[src/ivp_pkg.sv]
// Constants for the interrupt vector, priority and exception window block.
// Assumes a 16-bit register port addressed by word index.
package ivw_pkg;
  localparam int unsigned DW      = 16;
  localparam int unsigned AW      = 4;
  localparam int unsigned NGRP    = 16;
  localparam int unsigned LVLW    = 2;
  localparam int unsigned VECW    = 8;
  localparam int unsigned NMISC   = 7;

  // Register indices
  localparam logic [3:0] ADDR_CTRL     = 4'h0;
  localparam logic [3:0] ADDR_PRIO_LOW = 4'h1;
  localparam logic [3:0] ADDR_PRIO_HI  = 4'h2;
  localparam logic [3:0] ADDR_PREFIX   = 4'h3;
  localparam logic [3:0] ADDR_STATUS   = 4'h4;
  localparam logic [3:0] ADDR_MASK     = 4'h5;
  localparam logic [3:0] ADDR_SERVICE  = 4'h6;

  // Control register bit positions
  localparam int unsigned CTRL_GLOBAL_BIT = 0;
  localparam int unsigned CTRL_PF_BIT     = 1;
  localparam int unsigned CTRL_MEM_BIT    = 2;
  localparam int unsigned CTRL_SPI0_BIT   = 3;
  localparam int unsigned CTRL_SPI1_BIT   = 4;
  localparam int unsigned CTRL_W          = 5;

  // Status and mask bit positions
  localparam int unsigned ST_TAKEN_BIT    = 0;
  localparam int unsigned ST_DEFER_BIT    = 1;
  localparam int unsigned ST_W            = 2;

  // Natural priority groups with fixed sources, and the first reserved one
  localparam int unsigned GRP_PF   = 0;
  localparam int unsigned GRP_MEM  = 1;
  localparam int unsigned GRP_SPI0 = 5;
  localparam int unsigned GRP_SPI1 = 10;
  localparam int unsigned GRP_RSV0 = 11;

  // Groups fed by pre-enabled peripheral requests, in input bit order
  localparam int unsigned MISC_GRP [NMISC] = '{2, 3, 4, 6, 7, 8, 9};

  // Vector table: base plus fixed step per natural priority
  localparam logic [VECW-1:0] VEC_BASE = 8'h20;
  localparam logic [VECW-1:0] VEC_STEP = 8'h08;

  // Reset values
  localparam logic [DW-1:0]   PRIO_RST = 16'h0000;
  localparam logic [LVLW-1:0] SVC_IDLE = 2'h3;
  localparam logic [CTRL_W-1:0] CTRL_RST = 5'h00;
  localparam logic [ST_W-1:0]   ST_RST   = 2'h0;
endpackage : ivw_pkg

[src/ivp_src_gate.sv]
// One interrupt source group: merges its flags and applies the enables.
// Assumes flags come from logic on the same clock.
`timescale 1ns/1ps
module ivw_src_gate #(
  parameter int unsigned W             = 1,
  parameter bit          GLOBAL_EXEMPT = 1'b0
) (
  input  wire logic [W-1:0] i_flags,
  input  wire logic         i_local_en,
  input  wire logic         i_global_en,
  output logic              o_req
);
  // Any flag raises the group; the power-fail group skips the global gate
  always_comb
  begin
    if (GLOBAL_EXEMPT)
    begin
      o_req = (|i_flags) & i_local_en;
    end
    else
    begin
      o_req = (|i_flags) & i_local_en & i_global_en;
    end
  end
endmodule : ivw_src_gate

[src/ivp_ctrl.sv]
// Interrupt request gating, vector mapping, priority pick and
// exception window for a 16-bit core.
// Assumes flags, core strobes and the register port share i_clk.
//
// The plain strobed port and the placing of the registers were left to the implementer.
`timescale 1ns/1ps
module ivw_ctrl (
  input  wire logic                      i_clk,
  input  wire logic                      i_srst,
  // Register port
  input  wire logic [ivw_pkg::AW-1:0]    i_addr,
  input  wire logic [ivw_pkg::DW-1:0]    i_wdata,
  input  wire logic                      i_wr,
  input  wire logic                      i_rd,
  output logic      [ivw_pkg::DW-1:0]    o_rdata,
  // Peripheral flags
  input  wire logic                      i_powerfail_irq_flag,
  input  wire logic                      i_user_read_fault_flag,
  input  wire logic                      i_user_write_fault_flag,
  input  wire logic                      i_system_read_fault_flag,
  input  wire logic                      i_system_write_fault_flag,
  input  wire logic [3:0]                i_spi0_flags,
  input  wire logic [3:0]                i_spi1_flags,
  input  wire logic [ivw_pkg::NMISC-1:0] i_misc_req,
  // Core side
  input  wire logic                      i_code_pointer_access,
  input  wire logic                      i_return_from_interrupt,
  output logic                           o_take,
  output logic      [ivw_pkg::VECW-1:0]  o_vector,
  output logic      [ivw_pkg::LVLW-1:0]  o_in_service_priority_status,
  output logic      [ivw_pkg::DW-1:0]    o_prefix_register,
  output logic                           o_prefix_valid,
  output logic                           o_irq
);

  logic [ivw_pkg::CTRL_W-1:0] ctrl;
  logic [ivw_pkg::DW-1:0]     priority_ctrl_low;
  logic [ivw_pkg::DW-1:0]     priority_ctrl_high;
  logic [ivw_pkg::ST_W-1:0]   status;
  logic [ivw_pkg::ST_W-1:0]   mask;
  logic [ivw_pkg::LVLW-1:0]   svc_lvl;
  logic [ivw_pkg::NGRP-1:0]   grp_req;
  logic [ivw_pkg::NGRP-1:0]   req_q;
  logic                       window_q;
  logic                       take_hold_q;
  logic                       window_now;
  logic                       cand_valid;
  logic [3:0]                 cand_grp;
  logic [ivw_pkg::LVLW-1:0]   cand_lvl;
  logic                       do_take;
  logic                       wr_prefix;
  logic [ivw_pkg::ST_W-1:0]   next_status;
  logic [ivw_pkg::ST_W-1:0]   st_event;

  assign wr_prefix = i_wr && (i_addr == ivw_pkg::ADDR_PREFIX);

  // Power-fail group: own enable only
  ivw_src_gate #(
    .W             (1),
    .GLOBAL_EXEMPT (1'b1)
  ) u_gate_pf (
    .i_flags     (i_powerfail_irq_flag),
    .i_local_en  (ctrl[ivw_pkg::CTRL_PF_BIT]),
    .i_global_en (ctrl[ivw_pkg::CTRL_GLOBAL_BIT]),
    .o_req       (grp_req[ivw_pkg::GRP_PF])
  );

  // Memory fault group: four flags merged under protection enable
  ivw_src_gate #(
    .W             (4),
    .GLOBAL_EXEMPT (1'b0)
  ) u_gate_mem (
    .i_flags     ({i_system_write_fault_flag, i_system_read_fault_flag,
                   i_user_write_fault_flag, i_user_read_fault_flag}),
    .i_local_en  (ctrl[ivw_pkg::CTRL_MEM_BIT]),
    .i_global_en (ctrl[ivw_pkg::CTRL_GLOBAL_BIT]),
    .o_req       (grp_req[ivw_pkg::GRP_MEM])
  );

  // First serial port: mode fault, collision, overrun, complete
  ivw_src_gate #(
    .W             (4),
    .GLOBAL_EXEMPT (1'b0)
  ) u_gate_spi0 (
    .i_flags     (i_spi0_flags),
    .i_local_en  (ctrl[ivw_pkg::CTRL_SPI0_BIT]),
    .i_global_en (ctrl[ivw_pkg::CTRL_GLOBAL_BIT]),
    .o_req       (grp_req[ivw_pkg::GRP_SPI0])
  );

  // Second serial port, same flag set
  ivw_src_gate #(
    .W             (4),
    .GLOBAL_EXEMPT (1'b0)
  ) u_gate_spi1 (
    .i_flags     (i_spi1_flags),
    .i_local_en  (ctrl[ivw_pkg::CTRL_SPI1_BIT]),
    .i_global_en (ctrl[ivw_pkg::CTRL_GLOBAL_BIT]),
    .o_req       (grp_req[ivw_pkg::GRP_SPI1])
  );

  // Other groups arrive already locally enabled; only the global gate
  genvar gi;
  generate
    for (gi = 0; gi < ivw_pkg::NMISC; gi++)
    begin : g_misc
      ivw_src_gate #(
        .W             (1),
        .GLOBAL_EXEMPT (1'b0)
      ) u_gate (
        .i_flags     (i_misc_req[gi]),
        .i_local_en  (1'b1),
        .i_global_en (ctrl[ivw_pkg::CTRL_GLOBAL_BIT]),
        .o_req       (grp_req[ivw_pkg::MISC_GRP[gi]])
      );
    end
  endgenerate

  // Reserved slots carry no source
  assign grp_req[ivw_pkg::NGRP-1:ivw_pkg::GRP_RSV0] = '0;

  // Requests sampled on the rising edge, picked one cycle later
  always_ff @(posedge i_clk)
  begin
    if (i_srst)
    begin
      req_q <= '0;
    end
    else
    begin
      req_q <= grp_req;
    end
  end

  // Window opens the cycle after a prefix write
  always_ff @(posedge i_clk)
  begin
    if (i_srst)
    begin
      window_q <= 1'b0;
    end
    else
    begin
      window_q <= wr_prefix;
    end
  end

  // A code-pointer code fetch makes its own cycle non-interruptible,
  // since the same instruction may be touching the stack
  assign window_now = window_q | i_code_pointer_access;

  // Pick: lowest level first, lowest group number among equals.
  // A level of 3 never beats the idle status, so it disables a group.
  always_comb
  begin
    logic [ivw_pkg::LVLW-1:0] lvl;
    lvl        = '0;
    cand_valid = 1'b0;
    cand_grp   = '0;
    cand_lvl   = ivw_pkg::SVC_IDLE;
    for (int g = 0; g < ivw_pkg::NGRP; g++)
    begin
      if (g < 8)
      begin
        lvl = priority_ctrl_low[2*g +: 2];
      end
      else
      begin
        lvl = priority_ctrl_high[2*(g-8) +: 2];
      end
      // Strict compare keeps first-found on ties
      if (req_q[g] && (lvl < cand_lvl))
      begin
        cand_valid = 1'b1;
        cand_grp   = 4'(g);
        cand_lvl   = lvl;
      end
    end
  end

  // Preempt only at a strictly higher level than the one in service;
  // no take in a window, during a return, or while a take settles
  assign do_take = cand_valid && (cand_lvl < svc_lvl)
                   && !window_now
                   && !i_return_from_interrupt
                   && !take_hold_q;

  // A request blocked by the window stays in req_q and is taken the
  // following cycle, since the window is only one cycle long
  always_ff @(posedge i_clk)
  begin
    if (i_srst)
    begin
      take_hold_q <= 1'b0;
    end
    else
    begin
      take_hold_q <= do_take;
    end
  end

  // Take pulse and vector toward the core
  always_ff @(posedge i_clk)
  begin
    if (i_srst)
    begin
      o_take   <= 1'b0;
      o_vector <= ivw_pkg::VEC_BASE;
    end
    else
    begin
      o_take <= do_take;
      if (do_take)
      begin
        o_vector <= ivw_pkg::VEC_BASE
                    + 8'(cand_grp * ivw_pkg::VEC_STEP);
      end
    end
  end

  // Service level: loaded on entry, back to idle on return
  always_ff @(posedge i_clk)
  begin
    if (i_srst)
    begin
      svc_lvl <= ivw_pkg::SVC_IDLE;
    end
    else if (do_take)
    begin
      svc_lvl <= cand_lvl;
    end
    else if (i_return_from_interrupt)
    begin
      svc_lvl <= ivw_pkg::SVC_IDLE;
    end
  end

  assign o_in_service_priority_status = svc_lvl;

  // Prefix value lives for exactly one cycle after the write
  always_ff @(posedge i_clk)
  begin
    if (i_srst)
    begin
      o_prefix_register <= '0;
      o_prefix_valid    <= 1'b0;
    end
    else
    begin
      o_prefix_valid <= wr_prefix;
      if (wr_prefix)
      begin
        o_prefix_register <= i_wdata;
      end
      else
      begin
        o_prefix_register <= '0;
      end
    end
  end

  // Control and priority registers
  always_ff @(posedge i_clk)
  begin
    if (i_srst)
    begin
      ctrl               <= ivw_pkg::CTRL_RST;
      priority_ctrl_low  <= ivw_pkg::PRIO_RST;
      priority_ctrl_high <= ivw_pkg::PRIO_RST;
      mask               <= ivw_pkg::ST_RST;
    end
    else if (i_wr)
    begin
      unique case (i_addr)
        ivw_pkg::ADDR_CTRL:     ctrl <= i_wdata[ivw_pkg::CTRL_W-1:0];
        ivw_pkg::ADDR_PRIO_LOW: priority_ctrl_low <= i_wdata;
        ivw_pkg::ADDR_PRIO_HI:  priority_ctrl_high <= i_wdata;
        ivw_pkg::ADDR_MASK:     mask <= i_wdata[ivw_pkg::ST_W-1:0];
        default:                ;
      endcase
    end
  end

  // Sticky events: a take, and a request held off by a window
  assign st_event[ivw_pkg::ST_TAKEN_BIT] = do_take;
  assign st_event[ivw_pkg::ST_DEFER_BIT] = cand_valid && window_now
                                           && (cand_lvl < svc_lvl);

  // Set wins over a write-one clear in the same cycle
  always_comb
  begin
    next_status = status;
    if (i_wr && (i_addr == ivw_pkg::ADDR_STATUS))
    begin
      next_status = status & ~i_wdata[ivw_pkg::ST_W-1:0];
    end
    next_status = next_status | st_event;
  end

  always_ff @(posedge i_clk)
  begin
    if (i_srst)
    begin
      status <= ivw_pkg::ST_RST;
    end
    else
    begin
      status <= next_status;
    end
  end

  // Level interrupt while any unmasked status bit stands
  always_ff @(posedge i_clk)
  begin
    if (i_srst)
    begin
      o_irq <= 1'b0;
    end
    else
    begin
      o_irq <= |(next_status & mask);
    end
  end

  // Read data stand the cycle after the strobe; unmapped reads as zero
  always_ff @(posedge i_clk)
  begin
    if (i_srst)
    begin
      o_rdata <= '0;
    end
    else if (i_rd)
    begin
      unique case (i_addr)
        ivw_pkg::ADDR_CTRL:     o_rdata <= 16'(ctrl);
        ivw_pkg::ADDR_PRIO_LOW: o_rdata <= priority_ctrl_low;
        ivw_pkg::ADDR_PRIO_HI:  o_rdata <= priority_ctrl_high;
        ivw_pkg::ADDR_STATUS:   o_rdata <= 16'(status);
        ivw_pkg::ADDR_MASK:     o_rdata <= 16'(mask);
        ivw_pkg::ADDR_SERVICE:  o_rdata <= {8'h00, 4'(cand_grp),
                                            cand_valid, 1'b0, svc_lvl};
        default:                o_rdata <= '0;
      endcase
    end
    else
    begin
      o_rdata <= '0;
    end
  end

endmodule : ivw_ctrl

[config.mk]
export PLATFORM = sky130hd
export DESIGN_NAME = ivw_ctrl
export DESIGN_NICKNAME = d
export VERILOG_FILES = /design/src/ivp_pkg.sv /design/src/ivp_src_gate.sv /design/src/ivp_ctrl.sv
export SDC_FILE = /design/constraint.sdc
export NUM_CORES = 1
export LEC_CHECK = 0
export ABC_AREA = 1
export BUFFER_PORTS_ARGS = -buffer_cell sky130_fd_sc_hd__buf_2
export CAP_MARGIN = 25
export CELL_PAD_IN_SITES_DETAIL_PLACEMENT = 1
export CELL_PAD_IN_SITES_GLOBAL_PLACEMENT = 1
export CORE_UTILIZATION = 43
export CTS_BUF_LIST = sky130_fd_sc_hd__clkbuf_4
export DETAILED_ROUTE_END_ITERATION = 10
export PLACE_DENSITY = 0.92
export SLEW_MARGIN = 20
export SYNTH_ARGS = -nofsm -noshare
export SYNTH_HDL_FRONTEND = slang
export SYNTH_HIERARCHICAL = 1
export SYNTH_SLANG_ARGS = --single-unit
[constraint.sdc]
create_clock -name i_clk -period 11.7 [get_ports i_clk]
set_clock_uncertainty 0.05 [all_clocks]
set_input_delay 0.585 -clock i_clk [delete_from_list [all_inputs] [get_ports i_clk]]
set_output_delay 0.585 -clock i_clk [all_outputs]
set_load 0.02 [all_outputs]
==> impl_results.md <==
* Setup Crit Path Kind: register to register
* Detail Route Antenna Nets at 0
* Hold_sp: i_rd
* Root Buffer: clkbuf_4
* DRC at 0
* Fin crit period at approximately 5.4 ns
* Reg-to-reg setup timing slack at 6.26 ns
* Main synth FF type: dfxtp_1
* Final worst slack at 6.26 ns
* Number of synthesized register bits at 94
* Core box area at 9370 um^2
* Resized Gates After CTS at 0
* # IOs at ~90
* DR vias/cell at roughly 5.3
* Worst EP arrival at approximately 5.8 ns
* Die W at 101 um
* DRT iter0 DRCs at 288
* R2R depth at 49
* Critical path endpoint category: register
* CTS Sinks at 94
* Placer Congestion at between 0.9 and 1
* Worst Hold Class: input port to register
* Worst IR Drop VDD at 0.0584 mV
* Slew @ Worst Pin at 0.945 ns
* Final-report setup violation count at 0
* Gr usage total at 26.2%
* Max incr delay on CP at between 0.4 and 0.5 ns
* RSZ-0062 raised after global routing: no
* Most frequent CP cell: nand2_2
* WHS Endpoint: o_rdata[2]$_SDFF_PP0_
* Most numerous cell in the Yosys netlist: dfxtp_1
* Area growth syn-to-layout at 16.7%
* H-tree depth at 3
* Share of the synthesized area in the top cell type at approximately 45%
* Initial Utilization at 45.0%
* Setup WS pre-CTS at 6.44 ns
* Post-synthesis sequential area ratio at 44.6%
* DP Area at 4780 um^2
* N_diodes at 0
* Number of placed instances with taps included at around 800
* Setup_tns at 0 ns
* Initial antenna violation count at 0
* Final net count at 719
* WP data required at 12.01 ns
* Crit start category: register
* Largest net degree at the start of global routing at 44
* Hold_buf cts at 0
* Vias in the first global route at between 4000 and 5000
* Share of post-route cells with drive strength above 1 at 24.0%
* R2R Path Start: priority_ctrl_low[1]$_SDFFE_PP0P_
* Buffers on Ports at slightly below 90
* Vias after detailed routing at 4252
* EDFF count, synth at 0
* Pwr/cell area at 110 nW/um^2
* Fillers at 1263
* GRT Residual Overflow at 0
* Outcome: finished, final reports clean
* Non-Filler Instances at 803
* Global-route wire length before repair at 20800 um
* TritonCTS Buffers at 9
* Hold Fails Final Rpt at 0
* Slew HR at between 30% and 40%
* Worst-skew pair later-pin latency at 0.47 ns
* P_leak at 0.00234 uW
* Synth Area per Inst at ~7.3 um^2
* Synth Cell Area at 4220 um^2
* Count of pins over their slew limit at 0
* Distinct cells, synth at 36
* RR Endpoint: o_in_service_priority_status[1]$_SDFFE_PP1P_
* Min Hold Slack at ~0.3 ns
* Die area at 10200 um^2
* Critical-path maximum fanout at 8
* Detail Placement HPWL at 9520 um
* Post-CTS setup buffers at 0
* Site Rows at 35
* Hold Crit Depth at 3
* Post-Route WL at 12700 um
* Largest area contributor in the netlist: dfxtp_1
* Worst-path clk slew at 0.16 ns
* Most frequent cells after synthesis: 94 x dfxtp_1, 89 x nand2_1, 88 x inv_1
* Max_cap viols at 0
* Number of synthesis warnings at 6
* First-pass DRT Iterations at 7
* Synth top area cells: dfxtp_1 45%, nand2_1 7.9%, a21oi_1 7.8%
* Clk buf depth at 2
* CTS tree: built
* Design area at between 4000 and 5000 um^2
* Post-Syn Instances at 578
* Maximum clock rate at 184 MHz
* Routed wire per std cell at between 15 and 20 um
* Final Cycle Share at between 40% and 50%
* Die Height at 101 um
* Async S/R FF share, synth at 0%
* Critical path's slowest cell: dfxtp_1
cells in the final DEF (no fill, tap or decap), drive strengths merged, types with 3 or more instances in the layout:
cell / netlist / layout
nand4: 7 / 7
o21a: 3 / 3
nand2: 122 / 122
ha: 4 / 4
o22ai: 4 / 4
nor2: 69 / 69
conb: 2 / 10
or2: 3 / 3
buf: 5 / 91
nand3: 34 / 34
a21oi: 67 / 67
o21ai: 44 / 44
inv: 90 / 93
dfxtp: 94 / 94
clkbuf: 14 / 9
a31oi: 5 / 5
how the worst max path moves through the flow:
stage	to	startpoint	depth (start not counted)	slack, ns
2_1_floorplan	o_vector[5]$_SDFFE_PP1P_	priority_ctrl_low[1]$_SDFFE_PP0P_	49	7.23
3_3_place_gp	o_in_service_priority_status[1]$_SDFFE_PP1P_	priority_ctrl_low[1]$_SDFFE_PP0P_	49	7.01
3_5_place_dp	o_in_service_priority_status[1]$_SDFFE_PP1P_	priority_ctrl_low[1]$_SDFFE_PP0P_	49	6.44
4_1_cts	o_in_service_priority_status[1]$_SDFFE_PP1P_	priority_ctrl_low[1]$_SDFFE_PP0P_	49	6.35
5_1_grt	o_in_service_priority_status[1]$_SDFFE_PP1P_	priority_ctrl_low[1]$_SDFFE_PP0P_	49	5.73
6_report	o_in_service_priority_status[1]$_SDFFE_PP1P_	priority_ctrl_low[1]$_SDFFE_PP0P_	49	6.26
cell type report:
type	instances	area (um^2)	area share [%]
clock inverters	7	66.3	1.35
well taps	129	161	3.28
inverters	90	338	6.87
clock buffers	9	67.6	1.37
repair buffers	91	465	9.46
multi-input cells	383	1940	39.4
flip-flops and latches	94	1880	38.3
through the flow:
stage          util (%)  total power (uW)
2_1_floorplan         -               357
3_3_place_gp       51.0               371
3_5_place_dp       51.0               373
4_1_cts            52.4               542
5_1_grt            52.5               560
6_report           52.5               542
worst max-delay path: cells and delay by family (launching register included):
kind	cells	cell delay, ns
DFF	1	0.42
AOI/OAI and AO/OA	3	0.45
and+or+nand+nor	44	3.98
adders and majority gates	2	0.44
cells by family (layout without fill, tap and decap cells):
group           after synthesis  count (layout)  share of synthesized area [%]
simple gates                239             239                           27.2
compound gates              130             130                           16.7
buf+inv                     109             197                           10.1
flops                        94              94                           44.6
fa+ha+maj                     4               4                           1.19
other cells                   2              10                          0.178
layer usage:
layer | track usage, % | vias to the layer above | share of wire (%)
li1 | - | 2015 | -
met1 | 32.4 | 2050 | 42
met2 | 45.6 | 155 | 50
met3 | 4.79 | 32 | 5.4
met4 | 9.48 | 0 | 2.8
met5 | 0 | - | 0
where the power goes:
group | total (uW) | switching [uW] | internal (uW) | leakage (uW)
Combinational | 41.1 | 27.8 | 13.3 | 0.00151
Sequential | 327 | 2.95 | 324 | 0.000759
Clock | 174 | 125 | 48.9 | 0.0000681
sequential cells by signal, indices dropped and copies added (netlist names):
register                      count
o_in_service_priority_status      2
o_take                            1
o_prefix_valid                    1
ctrl                              5
priority_ctrl_high               16
status                            2
o_rdata                          16
o_prefix_register                16
mask                              2
o_irq                             1
req_q                            11
priority_ctrl_low                16
o_vector                          5
No activity file was read; power rests on OpenSTA's default activity.
